## config.mk

```make
export PLATFORM = sky130hd
export DESIGN_NAME = mpt_pwm_timer
export DESIGN_NICKNAME = d
export VERILOG_FILES = /design/src/logic/mpt_pkg.sv /design/src/logic/mpt_match_unit.sv /design/src/logic/mpt_pwm_timer.sv
export SDC_FILE = /design/constraint.sdc
export NUM_CORES = 2
export LEC_CHECK = 0
export ABC_AREA = 1
export BUFFER_PORTS_ARGS = -buffer_cell sky130_fd_sc_hd__buf_2
export CAP_MARGIN = 20
export CORE_MARGIN = 2
export CORE_UTILIZATION = 50
export DETAILED_ROUTE_END_ITERATION = 10
export PLACE_DENSITY = 0.77
export SLEW_MARGIN = 0
export SYNTH_ARGS = -nofsm -noshare
export SYNTH_HDL_FRONTEND = slang
export SYNTH_SLANG_ARGS = --single-unit
```

## constraint.sdc

```tcl
create_clock -name clk_in -period 5.37 [get_ports clk_in]
set_input_delay 1.3425 -clock clk_in [delete_from_list [all_inputs] [get_ports clk_in]]
set_output_delay 1.3425 -clock clk_in [all_outputs]
set_load 0.005 [all_outputs]
```

## src/logic/mpt_pkg.sv

```systemverilog
// Package for the match based pulse width timer: register map,
// field positions, reset values and the register port carrier.
// Assumes a 32-bit register port with byte addresses.
package mpt_pkg;

  localparam int ADDR_W  = 8;
  localparam int DATA_W  = 32;
  localparam int N_MATCH = 7;
  localparam int N_OUT   = 6;
  localparam int N_CAP   = 2;
  localparam int MCTL_W  = 3 * N_MATCH;

  // Register byte offsets
  localparam logic [ADDR_W-1:0] OFF_STATUS = 8'h00;
  localparam logic [ADDR_W-1:0] OFF_CTRL   = 8'h04;
  localparam logic [ADDR_W-1:0] OFF_COUNT  = 8'h08;
  localparam logic [ADDR_W-1:0] OFF_PLIM   = 8'h0C;
  localparam logic [ADDR_W-1:0] OFF_PCNT   = 8'h10;
  localparam logic [ADDR_W-1:0] OFF_MCTL   = 8'h14;
  localparam logic [ADDR_W-1:0] OFF_MATCH0 = 8'h18;
  localparam logic [ADDR_W-1:0] OFF_REL    = 8'h34;
  localparam logic [ADDR_W-1:0] OFF_OCTL   = 8'h38;
  localparam logic [ADDR_W-1:0] OFF_SRC    = 8'h3C;
  localparam logic [ADDR_W-1:0] OFF_MASK   = 8'h40;
  localparam logic [ADDR_W-1:0] MATCH_STEP = 8'h04;

  // Control register bits
  localparam int CTRL_RUN = 0;
  localparam int CTRL_CLR = 1;
  localparam int CTRL_MOD = 3;

  // Match control: three bits per match
  localparam int MC_INT  = 0;
  localparam int MC_RST  = 1;
  localparam int MC_STP  = 2;

  // Output control: double edge select at bit n, enable at bit n+8
  localparam int OC_EN_BASE = 8;

  // Count source: mode in bits 1:0, capture input select at bit 2
  localparam int SRC_SEL = 2;
  localparam logic [1:0] SRC_TIMER = 2'h0;
  localparam logic [1:0] SRC_RISE  = 2'h1;
  localparam logic [1:0] SRC_FALL  = 2'h2;
  localparam logic [1:0] SRC_BOTH  = 2'h3;

  localparam logic [DATA_W-1:0] ZERO_W = 32'h0000_0000;
  localparam logic [DATA_W-1:0] ONE_W  = 32'h0000_0001;

  typedef struct packed {
    logic [ADDR_W-1:0] addr;
    logic [DATA_W-1:0] wdata;
    logic              wr;
    logic              rd;
  } mpt_bus_req_t;

endpackage : mpt_pkg

```

## src/logic/mpt_match_unit.sv

```systemverilog
// One match channel: shadow value, active value and equality match.
// Assumes the count and the advance tick come from the timer core.
`timescale 1ns/10ps
module mpt_match_unit import mpt_pkg::*; (
  // Clock and reset
  input  wire logic              clk_in,
  input  wire logic              rst_in,
  // Software side
  input  wire logic              wr_in,
  input  wire logic [DATA_W-1:0] wdata_in,
  input  wire logic              direct_in,
  input  wire logic              load_in,
  // Timer side
  input  wire logic [DATA_W-1:0] count_in,
  input  wire logic              adv_in,
  output logic                   match_out,
  output logic [DATA_W-1:0]      shadow_out
);

  logic [DATA_W-1:0] shadow_r;
  logic [DATA_W-1:0] active_r;

  always_ff @(posedge clk_in) begin
    if (rst_in) begin
      shadow_r <= ZERO_W;
    end else if (wr_in) begin
      shadow_r <= wdata_in;
    end
  end

  // Active value moves only on a release or in plain timer use
  always_ff @(posedge clk_in) begin
    if (rst_in) begin
      active_r <= ZERO_W;
    end else if (wr_in && direct_in) begin
      active_r <= wdata_in;
    end else if (load_in) begin
      active_r <= shadow_r;
    end
  end

  assign match_out  = adv_in && (count_in == active_r);
  assign shadow_out = shadow_r;

endmodule : mpt_match_unit

```

## src/logic/mpt_pwm_timer.sv

```systemverilog
// Match based pulse width timer: 32-bit count, 32-bit prescaler,
// seven match channels, six modulated outputs and one interrupt.
// Assumes a synchronous register port and synchronous count inputs.
//
// Notes on behaviour
// - Period match restarts the count; every output shares that cycle.
// - Single edge output rises at period match, falls at its own match.
// - A single edge output held constant low gets no start-of-cycle rise.
// - Double edge output rises on one match, falls on the next one.
// - Seven match channels drive six single or three double edge outputs.
// - One match per single edge output, two per double edge output.
// - Each match may keep counting, stop or reset, each with interrupt.
// - New match values take effect at cycle start after software release.
// - Period and width are any count; one repetition rate for all.
// - Count clock cycles, or edges on one selected capture input.
// - Without modulation it is a plain 32-bit timer with prescaler.
//
// Chosen here: the address map and the address-and-strobe port.
`timescale 1ns/10ps
module mpt_pwm_timer import mpt_pkg::*; (
  // Clock and reset
  input  wire logic          clk_in,
  input  wire logic          rst_in,
  // Register port
  input  wire mpt_bus_req_t  bus_in,
  output logic [DATA_W-1:0]  rdata_out,
  // Count source inputs
  input  wire logic [N_CAP-1:0] cap_in,
  // Modulated outputs and interrupt
  output logic [N_OUT:1]     pwm_out,
  output logic               irq_out
);

  // Control state
  logic                 run_r;
  logic                 clr_r;
  logic                 mod_r;
  logic [DATA_W-1:0]    count_r;
  logic [DATA_W-1:0]    plim_r;
  logic [DATA_W-1:0]    pcnt_r;
  logic [MCTL_W-1:0]    mctl_r;
  logic [N_MATCH-1:0]   rel_r;
  logic [N_OUT:1]       dbl_r;
  logic [N_OUT:1]       oen_r;
  logic [1:0]           src_r;
  logic                 sel_r;
  logic [N_CAP-1:0]     cap_prev_r;
  logic [N_MATCH-1:0]   stat_r;
  logic [N_MATCH-1:0]   mask_r;
  logic [N_OUT:1]       pwm_r;
  logic                 irq_r;
  logic [DATA_W-1:0]    rdata_r;

  // Derived signals
  logic                 wr_ctrl;
  logic                 wr_count;
  logic                 wr_plim;
  logic                 wr_pcnt;
  logic                 wr_mctl;
  logic                 wr_rel;
  logic                 wr_octl;
  logic                 wr_src;
  logic                 wr_stat;
  logic                 wr_mask;
  logic [N_MATCH-1:0]   wr_match;
  logic [N_MATCH-1:0]   match;
  logic [N_MATCH-1:0]   load;
  logic [N_MATCH-1:0]   m_int;
  logic [N_MATCH-1:0]   m_rst;
  logic [N_MATCH-1:0]   m_stp;
  logic [DATA_W-1:0]    shadow [N_MATCH];
  logic                 cap_now;
  logic                 cap_old;
  logic                 tick;
  logic                 adv;
  logic                 ev_reset;
  logic                 ev_stop;
  logic                 cyc_start;
  logic [N_MATCH-1:0]   stat_nxt;
  logic [DATA_W-1:0]    rdata_nxt;

  // Write decode
  assign wr_ctrl  = bus_in.wr && (bus_in.addr == OFF_CTRL);
  assign wr_count = bus_in.wr && (bus_in.addr == OFF_COUNT);
  assign wr_plim  = bus_in.wr && (bus_in.addr == OFF_PLIM);
  assign wr_pcnt  = bus_in.wr && (bus_in.addr == OFF_PCNT);
  assign wr_mctl  = bus_in.wr && (bus_in.addr == OFF_MCTL);
  assign wr_rel   = bus_in.wr && (bus_in.addr == OFF_REL);
  assign wr_octl  = bus_in.wr && (bus_in.addr == OFF_OCTL);
  assign wr_src   = bus_in.wr && (bus_in.addr == OFF_SRC);
  assign wr_stat  = bus_in.wr && (bus_in.addr == OFF_STATUS);
  assign wr_mask  = bus_in.wr && (bus_in.addr == OFF_MASK);

  // Count source selection and edge detection
  assign cap_now = cap_in[sel_r];
  assign cap_old = cap_prev_r[sel_r];

  always_comb begin
    case (src_r)
      SRC_TIMER: tick = 1'b1;
      SRC_RISE:  tick = cap_now && !cap_old;
      SRC_FALL:  tick = !cap_now && cap_old;
      SRC_BOTH:  tick = cap_now != cap_old;
      default:   tick = 1'b0;
    endcase
  end

  always_ff @(posedge clk_in) begin
    if (rst_in) begin
      cap_prev_r <= '0;
    end else begin
      cap_prev_r <= cap_in;
    end
  end

  // Count advances when the prescaler reaches its limit
  assign adv = run_r && !clr_r && tick && (pcnt_r == plim_r);

  // Match channels and their per-match actions
  genvar k;
  generate
    for (k = 0; k < N_MATCH; k++) begin : g_match
      assign wr_match[k] = bus_in.wr &&
        (bus_in.addr == OFF_MATCH0 + MATCH_STEP * ADDR_W'(k));
      assign m_int[k] = mctl_r[3*k + MC_INT];
      assign m_rst[k] = mctl_r[3*k + MC_RST];
      assign m_stp[k] = mctl_r[3*k + MC_STP];
      assign load[k]  = cyc_start && rel_r[k];

      mpt_match_unit u_match (
        .clk_in     (clk_in),
        .rst_in     (rst_in),
        .wr_in      (wr_match[k]),
        .wdata_in   (bus_in.wdata),
        .direct_in  (!mod_r),
        .load_in    (load[k]),
        .count_in   (count_r),
        .adv_in     (adv),
        .match_out  (match[k]),
        .shadow_out (shadow[k])
      );
    end
  endgenerate

  // Period match forces the restart while modulating
  assign cyc_start = mod_r && match[0];
  assign ev_reset  = |(match & m_rst) || cyc_start;
  assign ev_stop   = |(match & m_stp);

  // Timer control register
  always_ff @(posedge clk_in) begin
    if (rst_in) begin
      run_r <= 1'b0;
      clr_r <= 1'b0;
      mod_r <= 1'b0;
    end else if (wr_ctrl) begin
      run_r <= bus_in.wdata[CTRL_RUN];
      clr_r <= bus_in.wdata[CTRL_CLR];
      mod_r <= bus_in.wdata[CTRL_MOD];
    end else if (ev_stop) begin
      run_r <= 1'b0;
    end
  end

  // Main 32-bit count
  always_ff @(posedge clk_in) begin
    if (rst_in || clr_r) begin
      count_r <= ZERO_W;
    end else if (wr_count) begin
      count_r <= bus_in.wdata;
    end else if (adv) begin
      if (ev_reset) begin
        count_r <= ZERO_W;
      end else begin
        count_r <= count_r + ONE_W;
      end
    end
  end

  // Prescale counter
  always_ff @(posedge clk_in) begin
    if (rst_in || clr_r) begin
      pcnt_r <= ZERO_W;
    end else if (wr_pcnt) begin
      pcnt_r <= bus_in.wdata;
    end else if (run_r && tick) begin
      if (pcnt_r == plim_r) begin
        pcnt_r <= ZERO_W;
      end else begin
        pcnt_r <= pcnt_r + ONE_W;
      end
    end
  end

  // Prescale limit, match control, output control, count source
  always_ff @(posedge clk_in) begin
    if (rst_in) begin
      plim_r <= ZERO_W;
    end else if (wr_plim) begin
      plim_r <= bus_in.wdata;
    end
  end

  always_ff @(posedge clk_in) begin
    if (rst_in) begin
      mctl_r <= '0;
    end else if (wr_mctl) begin
      mctl_r <= bus_in.wdata[MCTL_W-1:0];
    end
  end

  always_ff @(posedge clk_in) begin
    if (rst_in) begin
      dbl_r <= '0;
      oen_r <= '0;
    end else if (wr_octl) begin
      dbl_r <= bus_in.wdata[N_OUT:1];
      oen_r <= bus_in.wdata[OC_EN_BASE+N_OUT:OC_EN_BASE+1];
    end
  end

  always_ff @(posedge clk_in) begin
    if (rst_in) begin
      src_r <= SRC_TIMER;
      sel_r <= 1'b0;
    end else if (wr_src) begin
      src_r <= bus_in.wdata[1:0];
      sel_r <= bus_in.wdata[SRC_SEL];
    end
  end

  // Release bits: software sets, cycle start consumes
  always_ff @(posedge clk_in) begin
    if (rst_in) begin
      rel_r <= '0;
    end else begin
      rel_r <= (rel_r & ~load) |
               (wr_rel ? bus_in.wdata[N_MATCH-1:0] : '0);
    end
  end

  // Modulated outputs
  genvar n;
  generate
    for (n = 1; n <= N_OUT; n++) begin : g_out
      logic set_s;
      logic clr_s;
      if (n == 1) begin : g_single
        assign set_s = match[0];
      end else begin : g_mixed
        assign set_s = dbl_r[n] ? match[n-1] : match[0];
      end
      assign clr_s = match[n];

      always_ff @(posedge clk_in) begin
        if (rst_in) begin
          pwm_r[n] <= 1'b0;
        end else if (!mod_r || !oen_r[n]) begin
          pwm_r[n] <= 1'b0;
        end else if (clr_s) begin
          pwm_r[n] <= 1'b0;
        end else if (set_s) begin
          pwm_r[n] <= 1'b1;
        end
      end
    end
  endgenerate

  // Interrupt status: set wins over a write-one clear
  assign stat_nxt = (stat_r & ~(wr_stat ? bus_in.wdata[N_MATCH-1:0] : '0))
                    | (match & m_int);

  always_ff @(posedge clk_in) begin
    if (rst_in) begin
      stat_r <= '0;
    end else begin
      stat_r <= stat_nxt;
    end
  end

  always_ff @(posedge clk_in) begin
    if (rst_in) begin
      mask_r <= '0;
    end else if (wr_mask) begin
      mask_r <= bus_in.wdata[N_MATCH-1:0];
    end
  end

  always_ff @(posedge clk_in) begin
    if (rst_in) begin
      irq_r <= 1'b0;
    end else begin
      irq_r <= |(stat_nxt & (wr_mask ? bus_in.wdata[N_MATCH-1:0] : mask_r));
    end
  end

  // Read mux
  always_comb begin
    rdata_nxt = ZERO_W;
    case (bus_in.addr)
      OFF_STATUS: rdata_nxt[N_MATCH-1:0] = stat_r;
      OFF_CTRL: begin
        rdata_nxt[CTRL_RUN] = run_r;
        rdata_nxt[CTRL_CLR] = clr_r;
        rdata_nxt[CTRL_MOD] = mod_r;
      end
      OFF_COUNT:  rdata_nxt = count_r;
      OFF_PLIM:   rdata_nxt = plim_r;
      OFF_PCNT:   rdata_nxt = pcnt_r;
      OFF_MCTL:   rdata_nxt[MCTL_W-1:0] = mctl_r;
      OFF_REL:    rdata_nxt[N_MATCH-1:0] = rel_r;
      OFF_OCTL: begin
        rdata_nxt[N_OUT:1] = dbl_r;
        rdata_nxt[OC_EN_BASE+N_OUT:OC_EN_BASE+1] = oen_r;
      end
      OFF_SRC: begin
        rdata_nxt[1:0]     = src_r;
        rdata_nxt[SRC_SEL] = sel_r;
      end
      OFF_MASK:   rdata_nxt[N_MATCH-1:0] = mask_r;
      default: begin
        for (int i = 0; i < N_MATCH; i++) begin
          if (bus_in.addr == OFF_MATCH0 + MATCH_STEP * ADDR_W'(i)) begin
            rdata_nxt = shadow[i];
          end
        end
      end
    endcase
  end

  always_ff @(posedge clk_in) begin
    if (rst_in) begin
      rdata_r <= ZERO_W;
    end else if (bus_in.rd) begin
      rdata_r <= rdata_nxt;
    end else begin
      rdata_r <= ZERO_W;
    end
  end

  assign rdata_out = rdata_r;
  assign pwm_out   = pwm_r;
  assign irq_out   = irq_r;

endmodule : mpt_pwm_timer

```

==> results_dict.tcl <==
set metrics [dict create \
    hold_class "flip-flop to flip-flop" \
    setup_viol 0 \
    portBuffers 84 \
    r2r_slack_ns 1.33 \
    syn2layout_area_growth_pct 9.78 \
    critPathBufInv 3 \
    cp_top_family "simple AND/OR/NAND/NOR gates" \
    synth_warnings 0 \
    yosys-top-cells-area "dfxtp_1 40%, nand2_1 9.4%, a21oi_1 9.1%, o21ai_0 8.6%, inv_1 4.5%" \
    ys.flop_type "dfxtp_1" \
    path_cells "buf_2 -> o21ai_0 -> inv_1 -> ha_1 -> a21oi_1 -> o21ai_0 -> nand2_1 -> nand3_1 -> nor2_8 -> nand2_4 -> nor2_4 -> nand2_2 -> nand2_4 -> inv_2 -> o21ai_0 -> a21oi_1" \
    via_per_inst 6.23 \
    drc_errors 0 \
    die_h_um 258 \
    maxCapViolations 0 \
    worst_setup_path_start_kind "input port" \
    clk_pin_slew_ns 0.06 \
    synth.distinct_cells 44 \
    slew_headroom_pct 34.1 \
    worstPathRequired_ns 5.87 \
    wirelength_mm 131 \
    dieArea_mm2 0.0667 \
    async_flop_share_pct 0 \
    vdd_drop_max_uv 230 \
    tns_ns 0 \
    syn_avg_cell_area_um2 7.04 \
    dr_total_vias 33600 \
    layout.nets 4544 \
    worstSetupPathType "input port to flip-flop" \
    grt_max_degree 161 \
    synth_seq_cells 645 \
    pin_count 85 \
    layout_setup_ws_ns 1.10 \
    endpoint_kind "flip-flop" \
    p_leak_nw 13.0 \
    crit_slowest_cell "nor2_4" \
    fin_worst_skew_ns 0.0258 \
    core_mm2 0.0642 \
    drv_slew 0 \
    synth_top_area_share_pct 39.9 \
    die_w_um 258 \
    grtUsageMet1_pct 48.3 \
    post_cts_buffers 0 \
    first_global_vias 30700 \
    yosys.area.top_type "dfxtp_1" \
    cts.sinks 645 \
    antennaDiodeCount 0 \
    grt_usage_pct 38.1 \
    status "completed" \
    cts-resized-gates 0 \
    clk_latency_ns 0.64 \
    nFillCells 6144 \
    arrival_ns 4.77 \
    syn_nets 4642 \
    cts_tree "yes" \
    netlist_area_mm2 0.0323 \
    initial_utilization_pct 50.3 \
    post-place-ws_ns 0.599 \
    cts_buffers 70 \
    rsz0062_at_grt "no" \
    multiInputGateArea_mm2 0.0164 \
    grt_use_met2_pct 56.3 \
    wl_per_cell_um 24.2 \
    antenna_found_initial 1 \
    grt_pass1_wl_mm 193 \
    drive_above_1_share_pct 9.28 \
    ant_nets 0 \
    rows 93 \
    p_per_area_mw_per_mm2 284 \
    clock.fmax_mhz 234 \
    yosysSeqAreaShare_pct 39.9 \
    top_usage_layer "met2" \
    grt_util_met3_pct 9.48 \
    hold_viol 0 \
    cp_common_cell "o21ai_0" \
    worstMarginPinSlew_ns 0.988 \
    slowest_delay_ns 0.45 \
    min_period_ns 4.27 \
    seq_area_mm2 0.0129 \
    drtPass1Iterations 7 \
    cp_max_fo 31 \
    dp.final_hpwl_mm 88.8 \
    fin_crit_sh_pct 79.6 \
    overflow 0 \
    synth_edf_count 0 \
    htreeDepth 3 \
    cts_buffer_depth 3 \
    netlist_instances 4592 \
    root_buffer "clkbuf_16" \
    drt_iter0_markers 4862 \
    gp_congestion 0.983 \
    cts_hold_buf 0 \
]
-- registers in the layout (all words and copies together) (netlist names), 7 cells and up --
signal,count
g_match.u_match.shadow_out,224
count_r,32
g_match.u_match.active_r,224
rel_r,7
rdata_out,32
pcnt_r,32
mask_r,7
stat_r,7
mctl_r,21
plim_r,32
-- cells by family after synthesis --
logic type	after synthesis	share of synthesized area [%]
xor gates and xnor gates	236	6.39
and+or+nand+nor	1478	19.3
DFF	645	39.9
buffers and inverters	783	9.69
AOI/OAI and AO/OA	1446	24.6
adders and majority gates	4	0.155
-- worst register-to-register path: stages (launching register included) --
cell     delay (ns)
dfxtp_1        0.84
xnor2_1        0.27
nand4_1        0.19
nor2_1         0.14
nand2_1        0.16
nor2_2         0.46
nand2_4        0.13
nor2_4         0.45
nand2_2        0.15
nand2_4        0.38
inv_2          0.44
o21ai_0        0.28
a21oi_1        0.05
-- final timing paths --
check                                                 startpoint                          endpoint  cells after the start
worst min-delay path            g_match[0].u_match.shadow_out[4]  g_match[0].u_match.shadow_out[4]                      2
worst max-delay path                                   cap_in[0]   g_match[4].u_match.active_r[13]                     16
worst min register to register  g_match[0].u_match.shadow_out[4]  g_match[0].u_match.shadow_out[4]                      2
worst max register to register                       count_r[26]   g_match[4].u_match.active_r[13]                     12
-- per-stage QoR --
step / hold slack (ns) / power, mW / util [%] / cell area [um^2] / cells
after floorplan: 0.436 / 5.07 / - / 32300 / 4592
after global placement: 0.450 / 5.24 / 51.7 / 33200 / 5277
after detailed placement: 0.458 / 5.24 / 51.7 / 33200 / 5277
after CTS: 0.466 / 10.1 / 55.3 / 35500 / 5403
after global routing: 0.486 / 10.3 / 55.3 / 35500 / 5403
final: 0.468 / 10.1 / 55.3 / 35500 / 5403
-- metal layers --
layer  share of wire [%]  routed length (um)  up-vias
met3                  13               17000      607
met1                  37               48400    15500
met2                  41               53800     2395
met5               0.050                  66        -
met4                 9.0               11800        2
li1                    -                   -    15100
-- synthesized netlist by cell type (2+ instances only) --
cell type,instances
nand2_1,814
dfxtp_1,645
a21oi_1,587
o21ai_0,554
inv_1,389
nor2_1,348
clkbuf_1,236
xnor2_1,161
o22ai_1,99
nand4_1,95
nand3_1,90
buf_2,80
xor2_1,75
nor3_1,56
a31oi_1,55
inv_2,38
o211ai_1,35
o221ai_1,29
or2_2,27
a211oi_2,24
o21ai_1,24
buf_4,17
buf_1,14
a221oi_1,11
nor4_1,11
a211oi_1,10
a41oi_1,10
nand2_2,8
nor2_2,8
clkinv_1,5
nand2_4,5
nor2_4,5
o2111ai_1,5
buf_6,4
ha_1,4
nand3b_1,3
or2_1,3
and2_1,2
-- placed cells by master, fill, tap and decap left out, types with 11 or more instances in the layout --
| cell | synthesis | layout |
|---|---|---|
| nand2_1 | 814 | 812 |
| dfxtp_1 | 645 | 645 |
| a21oi_1 | 587 | 587 |
| o21ai_0 | 554 | 554 |
| inv_1 | 389 | 389 |
| nor2_1 | 348 | 337 |
| xnor2_1 | 161 | 161 |
| o22ai_1 | 99 | 99 |
| nand4_1 | 95 | 95 |
| buf_4 | 17 | 93 |
| nand3_1 | 90 | 90 |
| buf_2 | 80 | 83 |
| xor2_1 | 75 | 75 |
| clkbuf_16 | 0 | 73 |
| nor3_1 | 56 | 56 |
| a31oi_1 | 55 | 55 |
| inv_2 | 38 | 38 |
| o211ai_1 | 35 | 35 |
| o221ai_1 | 29 | 29 |
| or2_2 | 27 | 27 |
| o21ai_1 | 24 | 24 |
| a211oi_2 | 24 | 24 |
| clkbuf_1 | 236 | 17 |
| clkbuf_8 | 0 | 17 |
| nor2_4 | 5 | 14 |
| nor4_1 | 11 | 11 |
| a221oi_1 | 11 | 11 |
-- power by group --
group	internal [mW]	total [mW]	switching, mW
sequential	4.79	4.80	0.00619
combinational	0.0542	0.359	0.305
clock	2.87	4.94	2.08
total	7.71	10.1	2.39
-- final cells by class --
| type | count | area share (%) |
|---|---|---|
| sequential | 645 | 36.4 |
| timing repair buffer | 181 | 3.40 |
| tap | 855 | 3.01 |
| clock buffer | 106 | 5.95 |
| clock inverter | 20 | 0.567 |
| inverter | 432 | 4.59 |
| multi-input combinational | 3164 | 46.1 |
Power figures use the tool's default switching activity.
